## src/hdl/temp_seq_pkg.sv

```systemverilog
// shared constants, register map and state types for the conversion sequencer
package temp_seq_pkg;
  // clock and timing
  localparam int unsigned CLOCK_HZ = 25_000_000;
  localparam int unsigned CYC_PER_MS = CLOCK_HZ / 1000;
  localparam int unsigned INTEG_LEGACY_MS = 60; // per channel, legacy resolution
  localparam int unsigned INTEG_LEGACY_CYC = INTEG_LEGACY_MS * CYC_PER_MS;
  localparam int unsigned EXT_TIME_SHIFT = 1; // extended integration takes twice as long
  localparam int unsigned SLOWEST_PERIOD_MS = 16000; // 0.0625 Hz
  localparam int unsigned SLOWEST_PERIOD_CYC = SLOWEST_PERIOD_MS * CYC_PER_MS;
  // conversion rate codes: period halves per step, 0 = 0.0625 Hz .. 8 = 16 Hz
  localparam logic [3:0] RATE_FASTEST = 4'h8;
  localparam logic [3:0] RATE_EXT_MAX = 4'h6; // 4 Hz, slowest legacy is next code
  localparam logic [3:0] RATE_RESET = 4'h6;
  // register byte offsets
  localparam logic [7:0] OFF_CONFIG = 8'h00;
  localparam logic [7:0] OFF_RATE = 8'h04;
  localparam logic [7:0] OFF_ONESHOT = 8'h08;
  localparam logic [7:0] OFF_STATUS = 8'h0C;
  localparam logic [7:0] OFF_LOCAL = 8'h10;
  localparam logic [7:0] OFF_REMOTE = 8'h14;
  localparam logic [7:0] OFF_LIMIT1 = 8'h18;
  localparam logic [7:0] OFF_LIMIT2 = 8'h1C;
  // field positions
  localparam int CFG_RUNSTOP_BIT = 6;
  localparam int CFG_PNP_BIT = 5;
  localparam int STAT_BUSY_BIT = 7;
  localparam int STAT_HWSTBY_BIT = 2;
  localparam int STAT_ALARM2_BIT = 1;
  localparam int STAT_ALARM1_BIT = 0;
  // data widths and reset values
  localparam int RESULT_W = 11; // 10 bits + sign, 0.125 C per lsb
  localparam int LEGACY_DROP = 3; // legacy keeps 7 bits + sign, 1 C per lsb
  localparam int CFG_W = 8;
  localparam logic [7:0] CFG_RESET = 8'h00;
  localparam logic [7:0] LIMIT_RESET = 8'h55;
  localparam logic [1:0] RESP_OKAY = 2'h0;
  localparam logic [1:0] RESP_SLVERR = 2'h2;
  // sequencer states
  typedef enum logic [1:0] {SEQ_IDLE, SEQ_LOCAL, SEQ_REMOTE} seq_state_e;
endpackage

```

## src/hdl/conv_rate_timer.sv

```systemverilog
// free-running conversion period timer driven by the programmed rate code
`timescale 1ns/1ps
`default_nettype none
module conv_rate_timer #(
  parameter int unsigned SLOW_CYC = temp_seq_pkg::SLOWEST_PERIOD_CYC
) (
  input wire logic clock,
  input wire logic rst_b,
  input wire logic enable,
  input wire logic [3:0] rateCode,
  output logic tick
);
  // the fastest period must still be at least one cycle
  if ((SLOW_CYC >> temp_seq_pkg::RATE_FASTEST) < 1)
  begin : g_chk
    $error("conv_rate_timer: SLOW_CYC too small");
  end

  logic [31:0] count_reg; // cycles since last tick
  logic [31:0] count_next;
  logic tick_next;
  logic [3:0] codeClamp; // codes above the fastest act as the fastest
  logic [31:0] period; // cycles per conversion start

  // next count; disabled timer parks at zero so it ticks on re-enable at once
  always_comb
  begin
    codeClamp = (rateCode > temp_seq_pkg::RATE_FASTEST) ? temp_seq_pkg::RATE_FASTEST : rateCode;
    period = SLOW_CYC >> codeClamp;
    tick_next = 1'b0;
    count_next = count_reg;
    if (!enable)
      count_next = '0;
    else if (count_reg == 32'h0000_0000)
    begin
      tick_next = 1'b1;
      count_next = (period > 32'h1) ? 32'h1 : 32'h0;
    end
    else if (count_reg >= period - 32'h1)
      count_next = '0;
    else
      count_next = count_reg + 32'h1;
  end

  // register the timer
  always_ff @(posedge clock or negedge rst_b)
  begin
    if (!rst_b)
    begin
      count_reg <= '0;
      tick <= 1'b0;
    end
    else
    begin
      count_reg <= count_next;
      tick <= tick_next;
    end
  end
endmodule // conv_rate_timer
`default_nettype wire

```

## src/hdl/dual_temp_conversion_sequencer.sv

```systemverilog
// two-channel temperature conversion sequencer with AXI4-Lite registers
//
// Our own choices: the register offsets and the AXI4-Lite register port.
`timescale 1ns/1ps
`default_nettype none
module dual_temp_conversion_sequencer #(
  parameter int unsigned INTEG_CYC = temp_seq_pkg::INTEG_LEGACY_CYC,
  parameter int unsigned SLOW_CYC = temp_seq_pkg::SLOWEST_PERIOD_CYC
) (
  input wire logic clock,
  input wire logic rst_b,
  input wire logic [7:0] awaddr,
  input wire logic awvalid,
  output logic awready,
  input wire logic [31:0] wdata,
  input wire logic [3:0] wstrb,
  input wire logic wvalid,
  output logic wready,
  output logic [1:0] bresp,
  output logic bvalid,
  input wire logic bready,
  input wire logic [7:0] araddr,
  input wire logic arvalid,
  output logic arready,
  output logic [31:0] rdata,
  output logic [1:0] rresp,
  output logic rvalid,
  input wire logic rready,
  input wire logic hw_standby_in_b,
  input wire logic [10:0] adcResult,
  output logic adcIntegrate,
  output logic adcLegacy,
  output logic channelRemote,
  output logic biasPnp,
  output logic overtemp_alarm_first_b,
  output logic overtemp_alarm_second_b
);
  localparam int RW = temp_seq_pkg::RESULT_W;
  localparam int DROP = temp_seq_pkg::LEGACY_DROP;
  if (INTEG_CYC < 1 || (INTEG_CYC << temp_seq_pkg::EXT_TIME_SHIFT) < INTEG_CYC)
  begin : g_chk
    $error("dual_temp_conversion_sequencer: bad INTEG_CYC");
  end

  // ---------------- hardware standby pin synchroniser ----------------
  logic [2:0] stbySync_reg; // [0] feeds only [1]
  logic stbyFilt_reg; // accepted pin level, low means standby
  logic stbyFilt_next;
  // accept a change only once the second and third stages agree
  always_comb
  begin
    stbyFilt_next = stbyFilt_reg;
    if (stbySync_reg[1] == stbySync_reg[2])
      stbyFilt_next = stbySync_reg[2];
  end
  always_ff @(posedge clock or negedge rst_b)
  begin
    if (!rst_b)
    begin
      stbySync_reg <= 3'h7;
      stbyFilt_reg <= 1'b1;
    end
    else
    begin
      stbySync_reg <= {stbySync_reg[1:0], hw_standby_in_b};
      stbyFilt_reg <= stbyFilt_next;
    end
  end

  // ---------------- register file and bus slave ----------------
  logic [7:0] cfg_reg, cfg_next; // run/stop and sensor type
  logic [3:0] rate_reg, rate_next; // conversion rate code
  logic [7:0] limit1_reg, limit1_next; // remote alarm threshold, whole degrees
  logic [7:0] limit2_reg, limit2_next; // local alarm threshold, whole degrees
  logic [7:0] awAddr_reg, awAddr_next;
  logic awHeld_reg, awHeld_next;
  logic [31:0] wData_reg, wData_next;
  logic [3:0] wStrb_reg, wStrb_next;
  logic wHeld_reg, wHeld_next;
  logic awready_next, wready_next, bvalid_next, arready_next, rvalid_next;
  logic [1:0] bresp_next, rresp_next;
  logic [31:0] rdata_next;
  logic doWrite; // both halves held, response slot free
  logic oneShotWr; // one-shot command this cycle
  logic stbySw, stbyHw, busy;
  logic [RW-1:0] localResult_reg, remoteResult_reg;
  temp_seq_pkg::seq_state_e seqState_reg, seqState_next;

  assign stbySw = cfg_reg[temp_seq_pkg::CFG_RUNSTOP_BIT];
  assign stbyHw = !stbyFilt_reg;
  assign busy = (seqState_reg != temp_seq_pkg::SEQ_IDLE);
  assign doWrite = awHeld_reg && wHeld_reg && !bvalid;

  // address and data captured in either order; one write and one read in flight
  always_comb
  begin
    cfg_next = cfg_reg;
    rate_next = rate_reg;
    limit1_next = limit1_reg;
    limit2_next = limit2_reg;
    awAddr_next = awAddr_reg;
    awHeld_next = awHeld_reg;
    wData_next = wData_reg;
    wStrb_next = wStrb_reg;
    wHeld_next = wHeld_reg;
    bvalid_next = bvalid;
    bresp_next = bresp;
    rvalid_next = rvalid;
    rresp_next = rresp;
    rdata_next = rdata;
    oneShotWr = 1'b0;
    // capture halves
    if (awvalid && awready)
    begin
      awAddr_next = awaddr;
      awHeld_next = 1'b1;
    end
    if (wvalid && wready)
    begin
      wData_next = wdata;
      wStrb_next = wstrb;
      wHeld_next = 1'b1;
    end
    // perform the write; only lane 0 carries writable bits
    if (doWrite)
    begin
      awHeld_next = 1'b0;
      wHeld_next = 1'b0;
      bvalid_next = 1'b1;
      bresp_next = temp_seq_pkg::RESP_OKAY;
      unique case (awAddr_reg)
        temp_seq_pkg::OFF_CONFIG:
          if (wStrb_reg[0]) cfg_next = wData_reg[7:0];
        temp_seq_pkg::OFF_RATE:
          if (wStrb_reg[0]) rate_next = wData_reg[3:0];
        temp_seq_pkg::OFF_ONESHOT:
          oneShotWr = 1'b1; // any data starts a single shot
        temp_seq_pkg::OFF_LIMIT1:
          if (wStrb_reg[0]) limit1_next = wData_reg[7:0];
        temp_seq_pkg::OFF_LIMIT2:
          if (wStrb_reg[0]) limit2_next = wData_reg[7:0];
        temp_seq_pkg::OFF_STATUS, temp_seq_pkg::OFF_LOCAL, temp_seq_pkg::OFF_REMOTE: ;
        default:
          bresp_next = temp_seq_pkg::RESP_SLVERR; // unmapped
      endcase
    end
    else if (bvalid && bready)
      bvalid_next = 1'b0;
    // reads answer one cycle after the address is taken
    if (arvalid && arready)
    begin
      rvalid_next = 1'b1;
      rresp_next = temp_seq_pkg::RESP_OKAY;
      rdata_next = '0;
      unique case (araddr)
        temp_seq_pkg::OFF_CONFIG: rdata_next[7:0] = cfg_reg;
        temp_seq_pkg::OFF_RATE: rdata_next[3:0] = rate_reg;
        temp_seq_pkg::OFF_ONESHOT: ;
        temp_seq_pkg::OFF_STATUS:
        begin
          rdata_next[temp_seq_pkg::STAT_BUSY_BIT] = busy;
          rdata_next[temp_seq_pkg::STAT_HWSTBY_BIT] = stbyHw;
          rdata_next[temp_seq_pkg::STAT_ALARM2_BIT] = !overtemp_alarm_second_b;
          rdata_next[temp_seq_pkg::STAT_ALARM1_BIT] = !overtemp_alarm_first_b;
        end
        temp_seq_pkg::OFF_LOCAL: rdata_next[RW-1:0] = localResult_reg;
        temp_seq_pkg::OFF_REMOTE: rdata_next[RW-1:0] = remoteResult_reg;
        temp_seq_pkg::OFF_LIMIT1: rdata_next[7:0] = limit1_reg;
        temp_seq_pkg::OFF_LIMIT2: rdata_next[7:0] = limit2_reg;
        default: rresp_next = temp_seq_pkg::RESP_SLVERR;
      endcase
    end
    else if (rvalid && rready)
      rvalid_next = 1'b0;
    awready_next = !awHeld_next && !bvalid_next;
    wready_next = !wHeld_next && !bvalid_next;
    arready_next = !rvalid_next;
  end

  // register the bus and configuration
  always_ff @(posedge clock or negedge rst_b)
  begin
    if (!rst_b)
    begin
      cfg_reg <= temp_seq_pkg::CFG_RESET;
      rate_reg <= temp_seq_pkg::RATE_RESET;
      limit1_reg <= temp_seq_pkg::LIMIT_RESET;
      limit2_reg <= temp_seq_pkg::LIMIT_RESET;
      awAddr_reg <= '0;
      awHeld_reg <= 1'b0;
      wData_reg <= '0;
      wStrb_reg <= '0;
      wHeld_reg <= 1'b0;
      awready <= 1'b0;
      wready <= 1'b0;
      bvalid <= 1'b0;
      bresp <= temp_seq_pkg::RESP_OKAY;
      arready <= 1'b0;
      rvalid <= 1'b0;
      rresp <= temp_seq_pkg::RESP_OKAY;
      rdata <= '0;
    end
    else
    begin
      cfg_reg <= cfg_next;
      rate_reg <= rate_next;
      limit1_reg <= limit1_next;
      limit2_reg <= limit2_next;
      awAddr_reg <= awAddr_next;
      awHeld_reg <= awHeld_next;
      wData_reg <= wData_next;
      wStrb_reg <= wStrb_next;
      wHeld_reg <= wHeld_next;
      awready <= awready_next;
      wready <= wready_next;
      bvalid <= bvalid_next;
      bresp <= bresp_next;
      arready <= arready_next;
      rvalid <= rvalid_next;
      rresp <= rresp_next;
      rdata <= rdata_next;
    end
  end

  // ---------------- conversion sequencer ----------------
  logic rateTick; // start request from the rate timer
  logic pending_reg, pending_next; // free-run start waiting for idle
  logic freeRun;
  conv_rate_timer #(.SLOW_CYC(SLOW_CYC)) u_timer (
    .clock(clock),
    .rst_b(rst_b),
    .enable(freeRun),
    .rateCode(rate_reg),
    .tick(rateTick)
  );
  assign freeRun = !stbySw && !stbyHw;

  logic [31:0] integCnt_reg, integCnt_next; // cycles left in this channel
  logic extMode_reg, extMode_next; // resolution latched at start
  logic oneShotRun_reg, oneShotRun_next;
  logic [RW-1:0] localHold_reg, localHold_next; // local result until remote ends
  logic [RW-1:0] localResult_next, remoteResult_next;
  logic startSeq, abortSeq, seqDone;
  logic [RW-1:0] sample; // converter word at the requested resolution
  logic [31:0] integLoad;

  // one-shot only outside hardware standby; free-run ticks wait while busy
  always_comb
  begin
    startSeq = !busy && !stbyHw && (oneShotWr || (freeRun && pending_reg));
    abortSeq = busy && (stbyHw || (stbySw && !oneShotRun_reg));
    seqDone = (seqState_reg == temp_seq_pkg::SEQ_REMOTE) && (integCnt_reg == 32'h0) && !abortSeq;
    // a new tick beats the clear of the old one
    pending_next = (pending_reg && !startSeq && freeRun) || rateTick;
    extMode_next = extMode_reg;
    oneShotRun_next = oneShotRun_reg;
    if (startSeq)
    begin
      oneShotRun_next = oneShotWr;
      extMode_next = oneShotWr || (rate_reg <= temp_seq_pkg::RATE_EXT_MAX);
    end
    integLoad = startSeq ? ((oneShotWr || (rate_reg <= temp_seq_pkg::RATE_EXT_MAX)) ?
                            (INTEG_CYC << temp_seq_pkg::EXT_TIME_SHIFT) : INTEG_CYC)
                         : (extMode_reg ? (INTEG_CYC << temp_seq_pkg::EXT_TIME_SHIFT) : INTEG_CYC);
    sample = extMode_reg ? adcResult : {adcResult[RW-1:DROP], {DROP{1'b0}}};
    seqState_next = seqState_reg;
    integCnt_next = integCnt_reg;
    localHold_next = localHold_reg;
    localResult_next = localResult_reg;
    remoteResult_next = remoteResult_reg;
    if (abortSeq)
      seqState_next = temp_seq_pkg::SEQ_IDLE; // results untouched
    else
      unique case (seqState_reg)
        temp_seq_pkg::SEQ_IDLE:
          if (startSeq)
          begin
            seqState_next = temp_seq_pkg::SEQ_LOCAL;
            integCnt_next = integLoad - 32'h1;
          end
        temp_seq_pkg::SEQ_LOCAL:
          if (integCnt_reg == 32'h0)
          begin
            localHold_next = sample;
            seqState_next = temp_seq_pkg::SEQ_REMOTE;
            integCnt_next = integLoad - 32'h1;
          end
          else
            integCnt_next = integCnt_reg - 32'h1;
        temp_seq_pkg::SEQ_REMOTE:
          if (integCnt_reg == 32'h0)
          begin
            localResult_next = localHold_reg;
            remoteResult_next = sample;
            seqState_next = temp_seq_pkg::SEQ_IDLE;
          end
          else
            integCnt_next = integCnt_reg - 32'h1;
        default:
          seqState_next = temp_seq_pkg::SEQ_IDLE;
      endcase
  end

  // register the sequencer and its front-end controls
  always_ff @(posedge clock or negedge rst_b)
  begin
    if (!rst_b)
    begin
      seqState_reg <= temp_seq_pkg::SEQ_IDLE;
      integCnt_reg <= '0;
      pending_reg <= 1'b0;
      extMode_reg <= 1'b1;
      oneShotRun_reg <= 1'b0;
      localHold_reg <= '0;
      localResult_reg <= '0;
      remoteResult_reg <= '0;
      adcIntegrate <= 1'b0;
      adcLegacy <= 1'b0;
      channelRemote <= 1'b0;
      biasPnp <= 1'b0;
      overtemp_alarm_first_b <= 1'b1;
      overtemp_alarm_second_b <= 1'b1;
    end
    else
    begin
      seqState_reg <= seqState_next;
      integCnt_reg <= integCnt_next;
      pending_reg <= pending_next;
      extMode_reg <= extMode_next;
      oneShotRun_reg <= oneShotRun_next;
      localHold_reg <= localHold_next;
      localResult_reg <= localResult_next;
      remoteResult_reg <= remoteResult_next;
      adcIntegrate <= (seqState_next != temp_seq_pkg::SEQ_IDLE);
      adcLegacy <= !extMode_next;
      channelRemote <= (seqState_next == temp_seq_pkg::SEQ_REMOTE);
      biasPnp <= cfg_reg[temp_seq_pkg::CFG_PNP_BIT];
      // alarms compare whole degrees, each independently
      overtemp_alarm_first_b <= !($signed(remoteResult_reg[RW-1:DROP]) > $signed(limit1_reg));
      overtemp_alarm_second_b <= !($signed(localResult_reg[RW-1:DROP]) > $signed(limit2_reg));
    end
  end
endmodule // dual_temp_conversion_sequencer
`default_nettype wire

```

## config.mk

```make
export PLATFORM = sky130hd
export DESIGN_NAME = dual_temp_conversion_sequencer
export DESIGN_NICKNAME = d
export VERILOG_FILES = /design/src/hdl/temp_seq_pkg.sv /design/src/hdl/conv_rate_timer.sv /design/src/hdl/dual_temp_conversion_sequencer.sv
export SDC_FILE = /design/constraint.sdc
export NUM_CORES = 1
export LEC_CHECK = 0
export BUFFER_PORTS_ARGS = -buffer_cell sky130_fd_sc_hd__buf_2
export CORE_ASPECT_RATIO = 1.2
export CORE_MARGIN = 1.5
export CORE_UTILIZATION = 53
export CTS_CLUSTER_SIZE = 25
export DETAILED_ROUTE_END_ITERATION = 10
export PLACE_DENSITY = 0.81
export SLEW_MARGIN = 20
export SYNTH_ARGS = -nofsm -noshare
export SYNTH_HDL_FRONTEND = slang
export SYNTH_SLANG_ARGS = --single-unit
```

## constraint.sdc

```tcl
create_clock -name clock -period 3 [get_ports clock]
set_input_delay 0.3 -clock clock [delete_from_list [all_inputs] [get_ports clock]]
set_output_delay 0.3 -clock clock [all_outputs]
set_load 0.02 [all_outputs]
```

==> run metrics <==
Achievable Freq=0.338 GHz; sort of element at the end of the critical path=register; Static Leakage=0.00530 µW; ANT cells=0; share of final-layout standard cells stronger than drive strength 1=0.234; Core Region=18700 µm²; detailed-route wire length=23900 µm; number of failing setup endpoints in the final timing report=0; clock transition at the registers of the reported paths=0.08 ns; global placement routability congestion=0.899; vias in the first global route=7950; Worst slew margin=0.501; die extent in y=154 µm; starting utilization of the core area=0.537; mux cell area share after synthesis=0.0936; total number of nets in the final design=1227; vias per std cell=5.95; clock tree root buffer cell=sky130_fd_sc_hd__clkbuf_16; iteration-0 DRC count of the detailed router=733; Worst Hold Class=primary input to register; Most used DFF post-synth=sky130_fd_sc_hd__dfrtp_1; Post-synth EDFFs=0; actual transition at the worst max-transition pin=0.747 ns; standard-cell rows=55; type of the worst setup path=register to register; number of buffers inserted by port buffering=67; outcome=complete, no violations; skew final=0.0148 ns; async set-or-reset flop fraction in the synthesized netlist=1.00; share of the yosys chip area belonging to registers=0.445; number of vias in the routed layout=8146; clock latency reported for the late side of the worst-skew pair=0.44 ns; worst reg2reg setup slack=0.04 ns; post-route clock period utilization=0.985; CP Capture Point=integCnt_reg[20]; Die Area=19800 µm²; worst flop-to-flop path startpoint=integCnt_reg[17]; clock buffer count from CTS=17; Warnings, synthesis=0; WHS=0.0514 ns; CTS tree=done; non-filler instance count after layout=1368; crit path launch=integCnt_reg[17]; P per Cell Area=660 nW/µm²; post-detailed-route DRC marker count=0; Max Cap Viol=0; total placed instance area=10800 µm²; Post-DRT Antenna Nets=0; clock sinks=178; endpoint of the most critical register-to-register path=integCnt_reg[20]; Overall Global Routing Usage=0.246; number of different library cells in the post-synthesis netlist=69; die outline width=129 µm; per-instance average area after synthesis=9.94 µm²; required time reported for the critical path endpoint=3.33 ns; half-perimeter wire length after placement=16800 µm; combined area of all synthesized cells=10100 µm²; CTS H-tree depth=4; global-route wire length before repair=38800 µm; R2R cell count=7; adder-cell share of the synthesized area=0.0719; initial antenna violation count=0; wire length per cell after detailed routing=17.5 µm; clock period minus worst slack=2.96 ns; XOR/XNOR Fraction of Synth Area=0.0296; Final Max Tran Viols=0; maximum number of pins on one net before global-route repair=76; Gate Count Post-Synth=1011; placed insts=1327; number of flip-flops and latches in the synthesized netlist=178; main combinational cell family by area after synthesis=simple AND/OR/NAND/NOR gates; Worst Setup Slack post-DPL=0.00941 ns; final setup margin=0.0442 ns; worst-case vdd ir drop=0.475 mV; layout overhead on the synthesized area=14.8%; Final Hold Violating Endpoints=0; fillers=1513; total congestion overflow after global routing=0; compound-gate portion of the synthesized area=0.136; number of primary I/O pins=118; simple-gate area share of the yosys netlist=0.173; number of detailed-route iterations in the first pass=5; critical path data arrival time=3.28 ns; maximum fanout along the worst path=18; summed area of non-filler cells in the final layout=11500 µm²; Startpoint Class=register; clock tree buffer depth=2
## worst max-delay path, cell delays in order (launching register included)
cell                      delay, ns
sky130_fd_sc_hd__dfrtp_1       0.42
sky130_fd_sc_hd__or4_4         0.59
sky130_fd_sc_hd__or4_4         0.52
sky130_fd_sc_hd__or4_4         0.60
sky130_fd_sc_hd__o21ai_4       0.17
sky130_fd_sc_hd__buf_12        0.17
sky130_fd_sc_hd__o31ai_1       0.11
sky130_fd_sc_hd__a22o_1        0.27
## stage by stage
step	power, µW	util	TNS, ns
finish	7610	0.616	0
global route	8000	0.616	-0.0184
CTS	7570	0.611	0
detailed placement	5230	0.575	0
global placement	5140	0.575	0
floorplan	4560	-	0
## placed cells by master (no fill, tap or decap), types with 23 or more instances in the layout
cell type and instances:
sky130_fd_sc_hd__a21oi_1 44, sky130_fd_sc_hd__buf_2 66, sky130_fd_sc_hd__buf_4 37, sky130_fd_sc_hd__conb_1 29, sky130_fd_sc_hd__dfrtp_1 161, sky130_fd_sc_hd__ha_1 57
sky130_fd_sc_hd__inv_1 36, sky130_fd_sc_hd__mux2_2 72, sky130_fd_sc_hd__nand2_1 74, sky130_fd_sc_hd__nand3_1 31, sky130_fd_sc_hd__nor2_1 60, sky130_fd_sc_hd__nor3_1 41
sky130_fd_sc_hd__nor4_1 23, sky130_fd_sc_hd__o21ai_0 74
## worst min path at each step
stage / start / to / slack [ns] / depth (start not counted)
6_report: awvalid / awready / 0.05 / 2
4_1_cts: awvalid / awready / 0.04 / 2
3_5_place_dp: stbySync_reg[0] / stbySync_reg[1] / 0.35 / 0
5_1_grt: awvalid / awready / 0.05 / 2
2_1_floorplan: rst_b / adcIntegrate / 0.004 / 0
3_3_place_gp: stbySync_reg[0] / stbySync_reg[1] / 0.35 / 0
## what timing repair did
item | CTS | global route
hold buffers | 2 | 0
setup buffers | 0 | 7
endpoints found under the hold margin | 62 | 0
setup endpoints to repair | 0 | 43
gates resized for setup | 0 | 12
## synthesized netlist by cell type, drive strengths merged (11+ instances only)
master / instances / share of area
a21oi: 45 / 0.022
a22o: 13 / 0.011
buf: 34 / 0.024
clkbuf: 35 / 0.013
dfrtp: 161 / 0.40
dfstp: 17 / 0.044
ha: 57 / 0.071
inv: 37 / 0.014
mux2: 72 / 0.081
mux2i: 13 / 0.013
nand2: 74 / 0.028
nand3: 31 / 0.015
nand4: 17 / 0.011
nor2: 61 / 0.023
nor2b: 11 / 0.0068
nor3: 44 / 0.022
nor4: 26 / 0.018
o21ai: 84 / 0.043
o31ai: 11 / 0.0082
xnor2: 17 / 0.015
xor2: 17 / 0.015
## area by class of cell
class | instances | area (µm²) | share of cell area
Tap cell | 256 | 320 | 0.0278
Clock buffer | 17 | 425 | 0.0369
Timing Repair Buffer | 111 | 731 | 0.0633
Multi-Input combinational cell | 754 | 5230 | 0.454
Inverter | 37 | 139 | 0.0120
Clock inverter | 15 | 214 | 0.0185
Sequential cell | 178 | 4480 | 0.388
## metal layers
metal / vias to the layer above / routed length, µm / track usage
met5: - / 0 / 0
met4: 0 / 1070 / 0.124
met3: 79 / 1130 / 0.0344
met2: 297 / 11800 / 0.411
met1: 3960 / 9870 / 0.311
li1: 3810 / - / -
## kinds of logic (layout without fill, tap and decap cells)
| logic type | count (synthesis) | count (layout) |
|---|---|---|
| and+or+nand+nor | 332 | 332 |
| AOI/OAI and AO/OA | 216 | 216 |
| DFF | 178 | 178 |
| buffers and inverters | 106 | 180 |
| muxes | 85 | 85 |
| adders and majority gates | 58 | 58 |
| xor gates and xnor gates | 34 | 34 |
| other | 2 | 29 |
## power breakdown
part | switching (µW) | leakage (µW) | internal (µW)
clock network | 1170 | 0.000307 | 1170
registers | 411 | 0.00225 | 2830
logic | 1170 | 0.00274 | 873
Power figures use the tool's default switching activity.
